[config.mk]
export PLATFORM = sky130hd
export DESIGN_NAME = wdr_top
export DESIGN_NICKNAME = d
export VERILOG_FILES = /design/src/shared/wdr_pkg.sv /design/src/rtl/wdr_top.sv /design/src/rtl/wdr_prescaler.sv
export SDC_FILE = /design/constraint.sdc
export NUM_CORES = 1
export LEC_CHECK = 0
export ABC_AREA = 1
export BUFFER_PORTS_ARGS = -buffer_cell sky130_fd_sc_hd__buf_2
export CAP_MARGIN = 30
export CORE_MARGIN = 4
export CORE_UTILIZATION = 55
export DETAILED_ROUTE_END_ITERATION = 12
export GPL_ROUTABILITY_DRIVEN = 0
export PLACE_DENSITY = 0.8
export SYNTH_ARGS = -nofsm -noshare
export SYNTH_HDL_FRONTEND = slang
export SYNTH_SLANG_ARGS = --single-unit
export TNS_END_PERCENT = 20
[constraint.sdc]
create_clock -name i_clock -period 1.8 [get_ports i_clock]
set_input_delay 0.09 -clock i_clock [delete_from_list [all_inputs] [get_ports i_clock]]
set_output_delay 0.09 -clock i_clock [all_outputs]
set_load 0.01 [all_outputs]
[src/shared/wdr_pkg.sv]
// wdr_pkg: constants, register map and state type for the watchdog block
// assumes one 50 MHz clock and a synchronous active-high chip reset
package wdr_pkg;

  // register map (16-bit data, plain strobe port)
  localparam logic [15:0] WDR_CTRL_ADDR   = 16'hFFAE;
  localparam logic [15:0] WDR_COUNT_ADDR  = 16'hFFB0;
  localparam logic [15:0] WDR_STAT_ADDR   = 16'hFFB2;
  localparam logic [15:0] WDR_RDATA_ZERO  = 16'h0000;

  // control register field positions
  localparam int unsigned WDR_RELOAD_MSB  = 15;
  localparam int unsigned WDR_RELOAD_LSB  = 8;
  localparam int unsigned WDR_FLAGS_MSB   = 5;
  localparam int unsigned WDR_FLAGS_LSB   = 1;
  localparam int unsigned WDR_PRESC_BIT   = 0;

  // control reset values
  localparam logic [7:0]  WDR_RELOAD_RST  = 8'h00;
  localparam logic        WDR_PRESC_RST   = 1'h0;
  localparam logic [4:0]  WDR_FLAGS_RST   = 5'h00;

  // flag vector: index 0 overflow, 1 soft, 2 short, 3 long, 4 power-on
  localparam int unsigned WDR_NUM_FLAGS   = 5;
  localparam logic [4:0]  WDR_SET_PON     = 5'h1E;
  localparam logic [4:0]  WDR_SET_LONG    = 5'h0E;
  localparam logic [4:0]  WDR_SET_SHORT   = 5'h06;
  localparam logic [4:0]  WDR_SET_SOFT    = 5'h02;
  localparam logic [4:0]  WDR_SET_WDOG    = 5'h03;
  localparam logic [4:0]  WDR_CLR_END_OF_INIT_INSTR   = 5'h1E;
  localparam logic [4:0]  WDR_CLR_OVF     = 5'h01;
  localparam logic [4:0]  WDR_MASK_NONE   = 5'h00;

  // counter
  localparam logic [15:0] WDR_COUNT_RST   = 16'h0000;
  localparam logic [15:0] WDR_COUNT_MAX   = 16'hFFFF;
  localparam logic [15:0] WDR_COUNT_ONE   = 16'h0001;
  localparam logic [7:0]  WDR_LOW_CLR     = 8'h00;

  // prescaler: tick when the masked low bits of the divider are all ones
  localparam logic [6:0]  WDR_PRE_RST     = 7'h00;
  localparam logic [6:0]  WDR_PRE_ONE     = 7'h01;
  localparam logic [6:0]  WDR_PRE_DIV2    = 7'h01;
  localparam logic [6:0]  WDR_PRE_DIV128  = 7'h7F;

  // internal reset sequence length (least time, rounded up)
  localparam int unsigned WDR_CLK_NS      = 20;
  localparam int unsigned WDR_RST_SEQ_NS  = 1000;
  localparam int unsigned WDR_RST_SEQ_CYC =
    (WDR_RST_SEQ_NS + WDR_CLK_NS - 1) / WDR_CLK_NS;
  localparam logic [7:0]  WDR_SEQ_LAST    = 8'(WDR_RST_SEQ_CYC - 1);
  localparam logic [7:0]  WDR_SEQ_RST     = 8'h00;
  localparam logic [7:0]  WDR_SEQ_ONE     = 8'h01;

  // status register layout and control register padding
  localparam logic [13:0] WDR_STAT_PAD    = 14'h0000;
  localparam logic [1:0]  WDR_CTRL_PAD    = 2'h0;

  typedef enum logic [0:0] {
    WDR_ST_RUN   = 1'b0,
    WDR_ST_RESET = 1'b1
  } wdr_state_t;

endpackage : wdr_pkg

[src/rtl/wdr_top.sv]
// wdr_top: watchdog timer with reset-cause flags and internal reset sequencer
// assumes instruction strobes and reset-cause events arrive as one-cycle pulses
// synchronous to i_clock; the reset pulse classification is done outside
//
// Operation
// - watchdog runs after reset; disable only before end-of-init
// - overflow starts internal reset, pulls reset-out low
// - 16-bit counter advances on clock divided 2/128
// - bit 0 selects divide by 2 or 128
// - bits 15:8 hold the high-byte reload value
// - service loads counter high byte from reload
// - timeout is 512*(1+63*presc)*(256-reload) clocks
// - power-on flag bit 5, cleared by end-of-init
// - long reset flag bit 4, cleared by end-of-init
// - short reset flag bit 3, cleared by end-of-init
// - soft reset flag bit 2, cleared by end-of-init
// - overflow flag bit 1, cleared by hw reset/service
// - software writes never change flags 5:1
// - each reset source sets its documented flag group
// - power-on flag only after core supply fell low
// - bidir reset with pin low promotes to long
`timescale 1ns/100ps
module wdr_top
  import wdr_pkg::*;
(
  // clock and reset
  input  wire logic        i_clock,
  input  wire logic        i_sys_rst,
  // register port
  input  wire logic [15:0] i_addr,
  input  wire logic [15:0] i_wdata,
  input  wire logic        i_wr,
  input  wire logic        i_rd,
  output logic      [15:0] o_rdata,
  // cpu instruction strobes
  input  wire logic        i_service_instr,
  input  wire logic        i_end_of_init_instr,
  input  wire logic        i_soft_reset_instr,
  input  wire logic        i_disable_instr,
  // reset cause inputs
  input  wire logic        i_core_supply_low,
  input  wire logic        i_long_hw_event,
  input  wire logic        i_short_hw_event,
  input  wire logic        i_bidir_enable,
  input  wire logic        i_reset_in_pin,
  // reset outputs
  output logic             o_hw_reset,
  output logic             o_reset_out_n,
  output logic             o_wdt_running
);

  // state and registers
  wdr_state_t  state_reg;
  wdr_state_t  state_next;
  logic [7:0]  seq_reg;
  logic [7:0]  seq_next;
  logic [15:0] count_reg;
  logic [15:0] count_next;
  logic [7:0]  reload_reg;
  logic [7:0]  reload_next;
  logic        presc_reg;
  logic        presc_next;
  logic        enabled_reg;
  logic        enabled_next;
  logic        init_done_reg;
  logic        init_done_next;
  logic        supply_low_reg;
  logic [4:0]  flag_reg;
  logic [4:0]  flag_next;
  logic [15:0] rdata_reg;
  logic [15:0] rdata_next;
  logic        hw_reset_reg;
  logic        running_reg;
  logic        reset_out_n_reg;

  // decoded events
  logic        in_run;
  logic        in_reset;
  logic        tick;
  logic        pon_event;
  logic        hw_event;
  logic        service_ok;
  logic        end_of_init_instr_ok;
  logic        soft_ok;
  logic        disable_ok;
  logic        overflow;
  logic        seq_start;
  logic        seq_end;
  logic        promote;
  logic        ctrl_wr;
  logic [4:0]  flag_set;
  logic [4:0]  flag_clr;
  logic [15:0] ctrl_view;
  logic [15:0] stat_view;
  logic [15:0] count_inc;

  assign in_run   = (state_reg == WDR_ST_RUN);
  assign in_reset = (state_reg == WDR_ST_RESET);

  // prescaler is cleared on service and held while the chip is in reset,
  // so a service always starts a whole number of prescaler periods
  wdr_prescaler u_prescaler (
    .i_clock  (i_clock),
    .i_sys_rst(i_sys_rst),
    .i_clear  (service_ok | in_reset),
    .i_div128 (presc_reg),
    .o_tick   (tick)
  );

  // power-on is the rising of the core supply after it fell below threshold;
  // a dip that never crosses it produces no event here and the outside
  // reset logic reports only a long reset
  assign pon_event  = supply_low_reg & ~i_core_supply_low;
  assign hw_event   = pon_event | i_long_hw_event | i_short_hw_event;

  // instructions only count while the cpu is running
  assign service_ok = in_run & i_service_instr;
  assign end_of_init_instr_ok   = in_run & i_end_of_init_instr;
  assign soft_ok    = in_run & i_soft_reset_instr;
  assign disable_ok = in_run & i_disable_instr & ~init_done_reg;

  // overflow when the counter wraps past all ones on a tick
  assign overflow   = in_run & enabled_reg & tick
                      & (count_reg == WDR_COUNT_MAX);

  // internal reset sequence start and end
  assign seq_start  = overflow | soft_ok | hw_event;
  assign seq_end    = in_reset & (seq_reg == WDR_SEQ_LAST) & ~hw_event;

  // bidirectional reset: pin still low at the end turns it into a long reset
  assign promote    = seq_end & i_bidir_enable & ~i_reset_in_pin;

  // software write decode; only the reload and prescale fields are stored
  assign ctrl_wr    = in_run & i_wr & (i_addr == WDR_CTRL_ADDR);

  // flag set groups per reset source
  assign flag_set =
      (pon_event          ? WDR_SET_PON   : WDR_MASK_NONE)
    | (i_long_hw_event    ? WDR_SET_LONG  : WDR_MASK_NONE)
    | (i_short_hw_event   ? WDR_SET_SHORT : WDR_MASK_NONE)
    | (soft_ok            ? WDR_SET_SOFT  : WDR_MASK_NONE)
    | (overflow           ? WDR_SET_WDOG  : WDR_MASK_NONE)
    | (promote            ? WDR_SET_LONG  : WDR_MASK_NONE);

  // flag clear causes; bus writes are deliberately absent here
  assign flag_clr =
      (end_of_init_instr_ok           ? WDR_CLR_END_OF_INIT_INSTR : WDR_MASK_NONE)
    | ((service_ok | hw_event | promote)
                          ? WDR_CLR_OVF   : WDR_MASK_NONE);

  // per-flag next value: a set in the same cycle as a clear wins
  genvar g;
  generate
    for (g = 0; g < WDR_NUM_FLAGS; g = g + 1) begin : g_flag
      assign flag_next[g] = flag_set[g] | (flag_reg[g] & ~flag_clr[g]);
    end
  endgenerate

  // control fields return to defaults whenever the chip is in reset, which
  // gives reload zero at divide by 2, a 131072-clock timeout, until software programs them
  assign reload_next = (seq_start | in_reset) ? WDR_RELOAD_RST
                     : ctrl_wr ? i_wdata[WDR_RELOAD_MSB:WDR_RELOAD_LSB]
                     : reload_reg;
  assign presc_next  = (seq_start | in_reset) ? WDR_PRESC_RST
                     : ctrl_wr ? i_wdata[WDR_PRESC_BIT]
                     : presc_reg;

  // watchdog is re-armed by every reset; disable only before end-of-init
  assign enabled_next   = (seq_start | in_reset) ? 1'b1
                        : disable_ok ? 1'b0
                        : enabled_reg;
  assign init_done_next = (seq_start | in_reset) ? 1'b0
                        : end_of_init_instr_ok ? 1'b1
                        : init_done_reg;

  // counter: service reloads high byte and clears low byte, tick advances;
  // overflow wraps to zero but the reset sequence then takes over anyway
  assign count_inc  = count_reg + WDR_COUNT_ONE;
  assign count_next = (seq_start | in_reset) ? WDR_COUNT_RST
                    : service_ok ? {reload_reg, WDR_LOW_CLR}
                    : (enabled_reg & tick) ? count_inc
                    : count_reg;

  // reset sequence counter and state
  assign seq_next   = seq_start ? WDR_SEQ_RST
                    : in_reset ? seq_reg + WDR_SEQ_ONE
                    : seq_reg;
  assign state_next = seq_start ? WDR_ST_RESET
                    : seq_end ? WDR_ST_RUN
                    : state_reg;

  // read views; reserved bits 7:6 read zero
  assign ctrl_view  = {reload_reg, WDR_CTRL_PAD, flag_reg, presc_reg};
  assign stat_view  = {WDR_STAT_PAD, init_done_reg, enabled_reg};
  assign rdata_next = ~i_rd ? WDR_RDATA_ZERO
                    : (i_addr == WDR_CTRL_ADDR)  ? ctrl_view
                    : (i_addr == WDR_COUNT_ADDR) ? count_reg
                    : (i_addr == WDR_STAT_ADDR)  ? stat_view
                    : WDR_RDATA_ZERO;

  // sequencer state: leaves run on any reset cause and returns once the
  // sequence counter reaches its last value with no new cause pending
  always_ff @(posedge i_clock) begin
    if (i_sys_rst) begin
      state_reg <= WDR_ST_RUN;
    end else begin
      state_reg <= state_next;
    end
  end

  // sequence length counter; a fresh cause restarts it from zero so the
  // outside world always sees one full-length reset after the last cause
  always_ff @(posedge i_clock) begin
    if (i_sys_rst) begin
      seq_reg <= WDR_SEQ_RST;
    end else begin
      seq_reg <= seq_next;
    end
  end

  // watchdog counter; held at zero while the chip is in reset so that
  // nothing can overflow before software has had a chance to run
  always_ff @(posedge i_clock) begin
    if (i_sys_rst) begin
      count_reg <= WDR_COUNT_RST;
    end else begin
      count_reg <= count_next;
    end
  end

  // reload field; zero after reset, which is the longest timeout and so
  // the safest choice for an unprogrammed start-up
  // a write during the internal reset is lost on purpose
  always_ff @(posedge i_clock) begin
    if (i_sys_rst) begin
      reload_reg <= WDR_RELOAD_RST;
    end else begin
      reload_reg <= reload_next;
    end
  end

  // prescale select; divide by 2 after reset, the shorter of the two timeout ranges
  // a change takes effect in the divider compare from the cycle after the write, without waiting for a wrap
  always_ff @(posedge i_clock) begin
    if (i_sys_rst) begin
      presc_reg <= WDR_PRESC_RST;
    end else begin
      presc_reg <= presc_next;
    end
  end

  // watchdog enable; every chip reset re-arms it, so start-up is
  // always supervised even if the previous program had disabled it
  always_ff @(posedge i_clock) begin
    if (i_sys_rst) begin
      enabled_reg <= 1'h1;
    end else begin
      enabled_reg <= enabled_next;
    end
  end

  // end-of-init seen; once set, later disable requests are ignored
  // until the next reset of any kind clears it again
  always_ff @(posedge i_clock) begin
    if (i_sys_rst) begin
      init_done_reg <= 1'h0;
    end else begin
      init_done_reg <= init_done_next;
    end
  end

  // reset cause flags survive the internal reset they describe, so the
  // restarted software can still read why it was restarted
  // only the chip reset wipes them unconditionally
  always_ff @(posedge i_clock) begin
    if (i_sys_rst) begin
      flag_reg <= WDR_FLAGS_RST;
    end else begin
      flag_reg <= flag_next;
    end
  end

  // supply level one cycle back; the power-on cause is its falling edge
  // trade-off: one extra flop for a clean single-cycle event, raised in the cycle the input falls
  always_ff @(posedge i_clock) begin
    if (i_sys_rst) begin
      supply_low_reg <= 1'h0;
    end else begin
      supply_low_reg <= i_core_supply_low;
    end
  end

  // read data stands for one cycle only and reads zero otherwise,
  // so a stale value can never be mistaken for a fresh answer
  always_ff @(posedge i_clock) begin
    if (i_sys_rst) begin
      rdata_reg <= WDR_RDATA_ZERO;
    end else begin
      rdata_reg <= rdata_next;
    end
  end

  // internal reset output, registered from the sequencer decision so
  // it starts in the cycle after the cause and never glitches
  always_ff @(posedge i_clock) begin
    if (i_sys_rst) begin
      hw_reset_reg <= 1'h0;
    end else begin
      hw_reset_reg <= (state_next == WDR_ST_RESET);
    end
  end

  // reset-out pin has its own flop rather than an inverter, so the pin
  // changes only on a clock edge, exactly with the internal reset
  // it idles high and is pulled low for the whole sequence
  always_ff @(posedge i_clock) begin
    if (i_sys_rst) begin
      reset_out_n_reg <= 1'h1;
    end else begin
      reset_out_n_reg <= (state_next != WDR_ST_RESET);
    end
  end

  // running indication: enabled and not inside an internal reset
  // high after every chip reset, as the watchdog starts armed
  always_ff @(posedge i_clock) begin
    if (i_sys_rst) begin
      running_reg <= 1'h1;
    end else begin
      running_reg <= enabled_next & (state_next == WDR_ST_RUN);
    end
  end

  // every output comes straight from its flop; no gate sits between
  // a register and a pin
  assign o_rdata       = rdata_reg;
  assign o_hw_reset    = hw_reset_reg;
  assign o_reset_out_n = reset_out_n_reg;
  assign o_wdt_running = running_reg;

endmodule : wdr_top

[src/rtl/wdr_prescaler.sv]
// wdr_prescaler: divide-by-2 or divide-by-128 tick for the watchdog counter
// assumes i_clear is pulsed on every service so the first tick is a full period away
`timescale 1ns/100ps
module wdr_prescaler
  import wdr_pkg::*;
(
  // clock and reset
  input  wire logic i_clock,
  input  wire logic i_sys_rst,
  // control
  input  wire logic i_clear,
  input  wire logic i_div128,
  // tick out
  output logic      o_tick
);

  logic [6:0] div_reg;
  logic [6:0] div_next;
  logic [6:0] div_mask;

  // divide selection: a tick every 2 or every 128 clocks
  assign div_mask = i_div128 ? WDR_PRE_DIV128 : WDR_PRE_DIV2;
  assign o_tick   = ~i_clear & ((div_reg & div_mask) == div_mask);
  assign div_next = i_clear ? WDR_PRE_RST : div_reg + WDR_PRE_ONE;

  // free-running divider, restarted on clear
  always_ff @(posedge i_clock) begin
    if (i_sys_rst) begin
      div_reg <= WDR_PRE_RST;
    end else begin
      div_reg <= div_next;
    end
  end

endmodule : wdr_prescaler

* Word level (Yosys, flattened, before mapping) *
Index checks and enable logic that the tools add are counted.

storage, ports and cells
  logic and storage cells = 105
  bits of input ports = 45
  flip-flop bits (word level) = 67
  output and inout bits = 19

cells by class
  bitwise logic cells = 56
  equality and inequality tests = 6
  mux-type cells = 18
  reduce and logical (&&, ||, !) cells = 7
  add/sub/neg operators = 3

operators with widths
  operator                                              number
  equality test 16 bit (second input constant)          4
  two-way mux 16 bit                                    4
  bitwise AND 1 bit                                     23
  adder 16 x 1 -> 16 bit (second input constant)        1
  inverter 1 bit                                        13
  OR 1 bit                                              13
  two-way mux 5 bit                                     2
  OR 5 x 2 -> 5 bit                                     2
  OR 5 x 4 -> 5 bit                                     2
  adder 8 x 1 -> 8 bit (second input constant)          1
  equality test 8 x 6 -> 1 bit (second input constant)  1
  two-way mux 4 bit                                     2
  OR reduction 2 bit                                    4
  adder 7 x 1 -> 7 bit (second input constant)          1
  bitwise AND 7 bit                                     1
  equality test 7 bit                                   1
  two-way mux 7 bit                                     1
  two-way mux 2 bit                                     3
  OR reduction 3 bit                                    2
  two-way mux 1 bit                                     5
  OR 5 x 1 -> 5 bit                                     1
  OR 5 x 3 -> 5 bit                                     1
  two-way mux 3 bit                                     1
  nonzero test 2 bit                                    1

* Longest topological paths before layout *
Gate-level depths: netlist of the first run.

  depth after elaboration = 14
  mapped depth = 11
  gate-level depth less buffers = 10

* Modules after synthesis *
From an unflattened synthesis of the first run, not the netlist that was laid out.

unflattened totals
  cells, all modules = 475
  area, all modules = 3339.5 µm²

by module, submodules not included
  module         cells each  area each (µm²)  instances  sequential area each (µm²)
  wdr_top        429         3015.4           1          1201.2
  wdr_prescaler  46          324.1            1          140.1

* Worst setup path before layout of the first run *
OpenSTA, ideal clock, no wires.

  path kind = register -> register
  from = register count_reg[0]
  to = register count_reg[8]
  required time = 1.683 ns
  clock period less this slack = 1.495 ns
  arrival time = 1.378 ns
  stages on the path, launching flop included = 10
  setup time = 0.117 ns
  slack = 0.305 ns
  path buffers = 1
  path through = dfxtp_1 -> ha_1 -> nand2_2 -> nor2_4 -> nand2_2 -> nor2_4 -> nand3_4 -> nand3_4 -> buf_6 -> a21oi_1

between the ends
  longest elaborated chain between the ends = 6
  elaborated cells on any way between the ends = 9
  classes of those cells = add/sub (1); eq/ne (1); mux (2); bitwise (4); reduce/logical (1)

RTL lines
  element                                                                         line            text
  from (decl)                                                                     wdr_top.sv:57   logic [15:0] count_reg;
  from (signal assigned)                                                          wdr_top.sv:227  count_reg <= count_next;
  parallel branches: the longest is 6 deep, another holds adder 16 x 1 -> 16 bit  -

Parallel ways; which one is timed is not known. The select of a mux whose other input is x is not followed.
A chain may end at the register's enable or synchronous reset.

* Worst setup path in the final report of the first run *
  from = register count_reg[0]
  to = register count_reg[11]

Same word-level chain as after synthesis.

==> results of run 1 <==
-- kinds of logic (layout without fill, tap and decap cells) --
logic type,Yosys count,in the layout,synth area share [%]
AO/OA/AOI/OAI,45,45,7.49
buffers and inverters,60,135,8.15
adder cells (fa/ha/maj),4,4,1.56
AND/OR/NAND/NOR,288,288,38.8
XOR/XNOR,8,8,2.18
flip-flops,67,67,41.8
-- layer usage --
metal / up-vias / global-route usage [%]
li1: 1632 / -
met1: 1416 / 28.1
met2: 78 / 37.2
met3: 16 / 3.93
met4: 0 / 10.9
met5: - / 0
-- what timing repair did --
action / CTS / global route
hold buffers: 4 / 0
resized for setup: 0 / 4
endpoints found under the hold margin: 4 / 0
endpoints found under the setup margin: 0 / 26
-- through the flow --
step | hold slack [ns] | util [%]
4_1_cts | 0.0000780 | 68.6
5_1_grt | 0.00341 | 68.7
2_1_floorplan | 0.215 | -
3_5_place_dp | 0.349 | 64.0
6_report | -0.00204 | 68.7
3_3_place_gp | 0.309 | 64.0
-- how the worst max path moves through the flow --
stage / to
after floorplan: count_reg[8]
after global routing: count_reg[11]
after CTS: reload_reg[0]
final: count_reg[11]
after detailed placement: reload_reg[7]
after global placement: count_reg[13]
-- report_power, final --
| group | total (mW) | internal [mW] | switching, mW |
|---|---|---|---|
| sequential | 1.51 | 1.50 | 0.0129 |
| combinational | 0.158 | 0.0680 | 0.0896 |
| clock | 1.38 | 0.773 | 0.610 |
| total | 3.05 | 2.34 | 0.712 |
-- synth_stat cells, types with 2 or more instances --
cell type / instances / share of area, %
sky130_fd_sc_hd__nor3_1: 4 / 0.62
sky130_fd_sc_hd__xnor2_1: 2 / 0.55
sky130_fd_sc_hd__nor2_4: 2 / 0.70
sky130_fd_sc_hd__o21ai_1: 2 / 0.31
sky130_fd_sc_hd__nor2_2: 3 / 0.59
sky130_fd_sc_hd__inv_1: 48 / 5.6
sky130_fd_sc_hd__o21ai_0: 13 / 2.0
sky130_fd_sc_hd__nand3_1: 47 / 7.3
sky130_fd_sc_hd__dfxtp_1: 67 / 42
sky130_fd_sc_hd__nor2_1: 86 / 10
sky130_fd_sc_hd__nand2_1: 128 / 15
sky130_fd_sc_hd__nand3_4: 2 / 1.1
sky130_fd_sc_hd__buf_6: 4 / 1.4
sky130_fd_sc_hd__buf_2: 3 / 0.47
sky130_fd_sc_hd__xor2_1: 6 / 1.6
sky130_fd_sc_hd__nand2_2: 3 / 0.59
sky130_fd_sc_hd__nand3_2: 2 / 0.62
sky130_fd_sc_hd__inv_2: 2 / 0.23
sky130_fd_sc_hd__ha_1: 4 / 1.6
sky130_fd_sc_hd__nand4_1: 6 / 1.2
sky130_fd_sc_hd__a21oi_1: 27 / 4.2
sky130_fd_sc_hd__and2_1: 2 / 0.39
-- final cells by class --
cell class	count	share of cell area, %
multi-input cells	345	42.0
flip-flops and latches	67	35.1
repair buffers	67	9.73
inverters	52	5.16
clock buffers	9	3.23
clock inverters	7	2.42
well taps	72	2.35
-- critical path, delay by kind of cell (launching register included) --
family | cells | cell delay, ns
fa+ha+maj | 1 | 0.22
simple gates | 7 | 0.92
flops | 1 | 0.38
==> results by group, run 1 <==
Timing
  • Setup repair after global routing missed its margin: false
  • Slew of the pin with the lowest slew margin: 0.463 ns
  • Max-slew violation total from the final report: 0
  • Final hold slack: -0.00204 ns
  • Total Neg Setup Slack: 0 ns
  • Post-layout worst setup margin: 0.168 ns
  • Minimum period implied by the final worst setup slack: 1.63 ns
  • Clock tree skew after final layout: 0.00827 ns
  • Highest clock rate: 613 MHz
  • Number of endpoints with negative hold slack in the final report: 1
  • Final worst path period share: 90.7%
  • Final setup viols: 0
  • Relative slew margins: 69.1%

Layout
  • Share of layout cells above drive strength 1: 18.3%
  • Highest-count cells in the layout ignoring fill and taps: 128 x sky130_fd_sc_hd__nand2_1, 85 x sky130_fd_sc_hd__nor2_1, 65 x sky130_fd_sc_hd__dfxtp_1
  • Diode count: 0
  • Total of fill cells in the finished design: 490
  • Final net count: 591
  • Post-layout instance count excluding filler cells: 619
  • Combined area of the multi-input logic cells: 1610 µm²
  • Area added between synthesis and finish: 19.4%
  • Most common cell after layout, fill and taps aside: sky130_fd_sc_hd__nand2_1
  • Flip-flop and latch area: 1340 µm²
  • Design area: 3830 µm²

Clocking
  • TritonCTS clock tree: done
  • Later-pin clock latency in the skew report: 0.36 ns
  • Sink Count: 67
  • Buffers from clock root to sink, at most: 2
  • Clock slew at the register clock pins of the worst setup and hold paths: 0.08 ns
  • Cell chosen for the clock root: sky130_fd_sc_hd__clkbuf_8
  • Setup bufs post-CTS: 0
  • Level count of the clock H-tree: 3
  • Total clock buffers created by CTS: 9

Worst hold path
  • Startpoint of the tightest hold check path: i_wdata[15]
  • Count of cells along the worst hold path: 3
  • Hold-critical path endpoint: reload_reg[7]
  • Worst min-delay path class: input port to flip-flop

Worst setup path
  • Required time worst endpoint: 2.05 ns
  • Arr. time, crit path: 1.88 ns
  • R2R Setup Slk: 0.17 ns
  • Worst-path cell chain: ha_2 -> nand2_2 -> nor2_4 -> nand2_2 -> nor2_4 -> nand3_4 -> nand3_4 -> nor2_1
  • Reg2reg path depth: 8
  • Max Fanout on Critical Path: 18
  • Setup crit start kind: flip-flop
  • Critical Path Max Stage Delay: 0.38 ns
  • Endpoint type of the worst setup path: flip-flop
  • Terminus of the critical flop-to-flop path: count_reg[11]
  • Launching element of the worst setup path: count_reg[0]
  • Worst-path cell with the longest stage delay: sky130_fd_sc_hd__dfxtp_2
  • Worst Setup Path Type: flip-flop to flip-flop
  • Reg2reg start: count_reg[0]

Synthesis
  • Ys Warns: 0
  • Post-synthesis net count: 521
  • Async SR Flop Fraction: 0%
  • Share of synthesized area occupied by flip-flops and latches: 41.8%
  • Number of cells produced by synthesis: 472
  • Avg Synthesized Cell Area: 6.80 µm²
  • Flop and latch count out of synthesis: 67
  • Count of flip-flops with a built-in enable after synthesis: 0
  • Netlist cell types: 31
  • Top flip-flop cell by instance count after synthesis: sky130_fd_sc_hd__dfxtp_1
  • Syn Std Cell Area: 3210 µm²

Route
  • Routed length on met3: 437 µm
  • Remaining antenna violation count after routing: 0
  • Starting DRC count in detailed routing: 279
  • M1 wire length: 3340 µm
  • Vias post-DR: 3142
  • DRT Pass-1 Iters: 4
  • Routed WL per cell: 12.4 µm
  • Uppermost signal routing layer after detailed routing: met4
  • Met2 routed wirelength: 3740 µm
  • DR vias/cell: 5.08
  • Detailed-route DRC error count: 0
  • Aggregate routed wire length: 7680 µm

Floorplan
  • Count of standard-cell rows: 27
  • Die boundary height: 84.4 µm
  • Total die area: 7120 µm²
  • Starting density of the core: 57.6%
  • Top-level I/O count: 64
  • Placeable Area: 5570 µm²
  • Horizontal die dimension: 84.4 µm

GRT
  • Via count of the first global-routing pass: 2857
  • Global-route wire length before repair: 13000 µm
  • Overflow left after global routing: 0
  • Maximum number of pins on one net before global-route repair: 19
  • Global-route usage over all layers: 22.4%
  • Antenna violations before repair: 0

Place
  • Total of buffers placed on input and output ports: 56
  • Final HPWL DP: 5550 µm
  • Placed cell count: 599
  • Area after DPL: 3570 µm²
  • Setup slack at placement: 0.107 ns

Power
  • Tot Pwr: 3.05 mW
  • Power density relative to cell area: 796 nW/µm²
  • Max VDD drop: 0.000619 V
  • Leakage power: 1.56 nW

Outcome
  • Failing checks: negative hold slack
  • Status: complete, but fails checks

Flow run
  • Reported max-cap violation count: 0
(Power assumes the default switching activity.)
==> inputs of run 2 (changes only) <==
--- a/config.mk
+++ b/config.mk
@@ -9,10 +9,11 @@
 export BUFFER_PORTS_ARGS = -buffer_cell sky130_fd_sc_hd__buf_2
 export CAP_MARGIN = 30
 export CORE_MARGIN = 4
-export CORE_UTILIZATION = 55
+export CORE_UTILIZATION = 57
+export CTS_BUF_LIST = sky130_fd_sc_hd__clkbuf_8
 export DETAILED_ROUTE_END_ITERATION = 12
 export GPL_ROUTABILITY_DRIVEN = 0
-export PLACE_DENSITY = 0.8
+export PLACE_DENSITY = 0.82
 export SYNTH_ARGS = -nofsm -noshare
 export SYNTH_HDL_FRONTEND = slang
 export SYNTH_SLANG_ARGS = --single-unit
==> results by group, run 2 (synthesized netlist as in run 1, its figures left out) <==
Layout
  • Area added between synthesis and finish: 17.4%
  • Total of fill cells in the finished design: 486 (-0.82%)
  • Highest-count cells in the layout ignoring fill and taps: 128 x sky130_fd_sc_hd__nand2_1, 85 x sky130_fd_sc_hd__nor2_1, 65 x sky130_fd_sc_hd__dfxtp_1
  • Most common cell after layout, fill and taps aside: sky130_fd_sc_hd__nand2_1
  • Post-layout instance count excluding filler cells: 615 (-0.65%)
  • Final net count: 587 (-0.68%)
  • Design area: 3770 µm² (-1.7%)
  • Combined area of the multi-input logic cells: 1610 µm² (-0.16%)
  • Flip-flop and latch area: 1340 µm² (unchanged)
  • Share of layout cells above drive strength 1: 17.7% (-0.60 points)
  • Diode count: 0 (unchanged)
  • Fin util: 68.8% (+0.084 points)

Clocking
  • Level count of the clock H-tree: 3 (unchanged)
  • Sink Count: 67 (unchanged)
  • Later-pin clock latency in the skew report: 0.34 ns (-0.02 ns)
  • Clock slew at the register clock pins of the worst setup and hold paths: 0.07 ns (about the same)
  • Buffers from clock root to sink, at most: 2 (unchanged)
  • Total clock buffers created by CTS: 9 (unchanged)
  • TritonCTS clock tree: done
  • Cell chosen for the clock root: sky130_fd_sc_hd__clkbuf_8
  • Setup bufs post-CTS: 0 (unchanged)

GRT
  • Antenna violations before repair: 0 (unchanged)
  • Global-route wire length before repair: 12900 µm (-0.64%)
  • Via count of the first global-routing pass: 2927 (+2.5%)
  • Global-route usage over all layers: 22.7% (+0.29 points)
  • Maximum number of pins on one net before global-route repair: 19 (unchanged)
  • Overflow left after global routing: 0 (unchanged)

Timing
  • Final worst path period share: 91.5% (+0.84 points)
  • Number of endpoints with negative hold slack in the final report: 0 (-1)
  • Setup repair after global routing missed its margin: false
  • Slew of the pin with the lowest slew margin: 0.440 ns (-0.0229 ns)
  • Post-layout worst setup margin: 0.153 ns (-0.0151 ns)
  • Total Neg Setup Slack: 0 ns (unchanged)
  • Minimum period implied by the final worst setup slack: 1.65 ns (+0.0151 ns)
  • Final setup viols: 0 (unchanged)
  • Highest clock rate: 607 MHz (-0.91%)
  • Clock tree skew after final layout: 0.00885 ns (+0.000586 ns)
  • Max-slew violation total from the final report: 0 (unchanged)
  • Relative slew margins: 70.6% (+1.5 points)
  • Final hold slack: 0.0178 ns (+0.0198 ns)

Route
  • Aggregate routed wire length: 7510 µm (-2.1%)
  • Vias post-DR: 3139 (-0.095%)
  • DR vias/cell: 5.10 (+0.55%)
  • Starting DRC count in detailed routing: 267 (-4.3%)
  • Remaining antenna violation count after routing: 0 (unchanged)
  • DRT Pass-1 Iters: 5 (+1)
  • Routed WL per cell: 12.2 µm (-1.5%)
  • Detailed-route DRC error count: 0 (unchanged)

Floorplan
  • Horizontal die dimension: 83.0 µm (-1.6%)
  • Count of standard-cell rows: 27 (unchanged)
  • Starting density of the core: 58.6% (+1.1 points)
  • Total die area: 6890 µm² (-3.2%)
  • Placeable Area: 5470 µm² (-1.8%)
  • Die boundary height: 83.0 µm (-1.6%)
  • Top-level I/O count: 64 (unchanged)

Place
  • Area after DPL: 3560 µm² (-0.21%)
  • Placed cell count: 598 (-0.17%)
  • Setup slack at placement: 0.127 ns (+0.0196 ns)
  • Total of buffers placed on input and output ports: 56 (unchanged)
  • Final HPWL DP: 5670 µm (+2.3%)

Worst setup path
  • Max Fanout on Critical Path: 18 (unchanged)
  • Endpoint type of the worst setup path: flip-flop
  • Setup crit start kind: flip-flop
  • Critical Path Max Stage Delay: 0.38 ns (about the same)
  • Worst-path cell with the longest stage delay: sky130_fd_sc_hd__dfxtp_2
  • Kind of cell adding the most delay to the critical path: simple AND/OR/NAND/NOR gates
  • Arr. time, crit path: 1.88 ns (about the same)
  • Required time worst endpoint: 2.03 ns (-0.02 ns)
  • Worst Setup Path Type: flip-flop to flip-flop
  • Worst-path cell chain: ha_1 -> nand2_2 -> nor2_4 -> nand2_2 -> nor2_4 -> nand3_4 -> nand3_4 -> nor2_1
  • Buffer and inverter count on the worst path: 0 (unchanged)

Outcome
  • Status: complete, no violations

Power
  • Max VDD drop: 0.000503 V (-19%)
  • Power density relative to cell area: 755 nW/µm² (-5.1%)
  • Leakage power: 1.56 nW (-0.45%)
  • Tot Pwr: 2.84 mW (-6.7%)

Worst hold path
  • Worst min-delay path class: input port to flip-flop

Flow run
  • Reported max-cap violation count: 0 (unchanged)
-- run 2: changes by cell type in the layout (fill, tap and decap cells not counted), moves of 2 or more --
cell | previous run | this run
sky130_fd_sc_hd__inv_1 | 48 | 50
sky130_fd_sc_hd__clkinvlp_4 | 3 | 0
sky130_fd_sc_hd__clkbuf_8 | 9 | 13
sky130_fd_sc_hd__dlygate4sd3_1 | 4 | 1
sky130_fd_sc_hd__bufinv_16 | 2 | 0
-- run 2: report_power, final --
| group | total (mW) | switching (mW) | internal [mW] |
|---|---|---|---|
| clock network | 1.18 | 0.545 | 0.639 |
| logic | 0.150 | 0.0886 | 0.0618 |
| registers | 1.51 | 0.0125 | 1.50 |
-- run 2: path summary, 6_finish.rpt --
kind              depth (start not counted)  slack, ns         start       endpoint
setup / recovery                          8       0.15  count_reg[0]  count_reg[10]
hold / removal                            3       0.02   i_wdata[11]  reload_reg[3]
hold reg to reg                           2       0.46   flag_reg[3]     o_rdata[4]
setup reg to reg                          8       0.15  count_reg[0]  count_reg[10]
-- run 2: worst register-to-register path, stage by stage, from the launching register on --
cell and delay, ns:
sky130_fd_sc_hd__dfxtp_2 0.38, sky130_fd_sc_hd__ha_1 0.21, sky130_fd_sc_hd__nand2_2 0.09, sky130_fd_sc_hd__nor2_4 0.17
sky130_fd_sc_hd__nand2_2 0.11, sky130_fd_sc_hd__nor2_4 0.15, sky130_fd_sc_hd__nand3_4 0.13, sky130_fd_sc_hd__nand3_4 0.21
sky130_fd_sc_hd__nor2_1 0.09
-- run 2: final cells by class --
class	count	area share (%)
Inverter	52	5.25
Clock buffer	13	4.75
Tap cell	72	2.39
Multi-Input combinational cell	345	42.7
Clock inverter	3	0.332
Timing Repair Buffer	63	8.90
Sequential cell	67	35.7
-- run 2: timing repair --
item	in CTS	in global routing
hold buffers	1	0
hold endpoints to repair	1	0
setup endpoints to repair	0	11
resized for setup	0	3
-- run 2: routing by layer --
metal  wire, µm  global-route usage, %
met1       3380                   27.9
met3        363                   3.87
met2       3650                   39.4
met4        123                   8.92
met5          0                      0
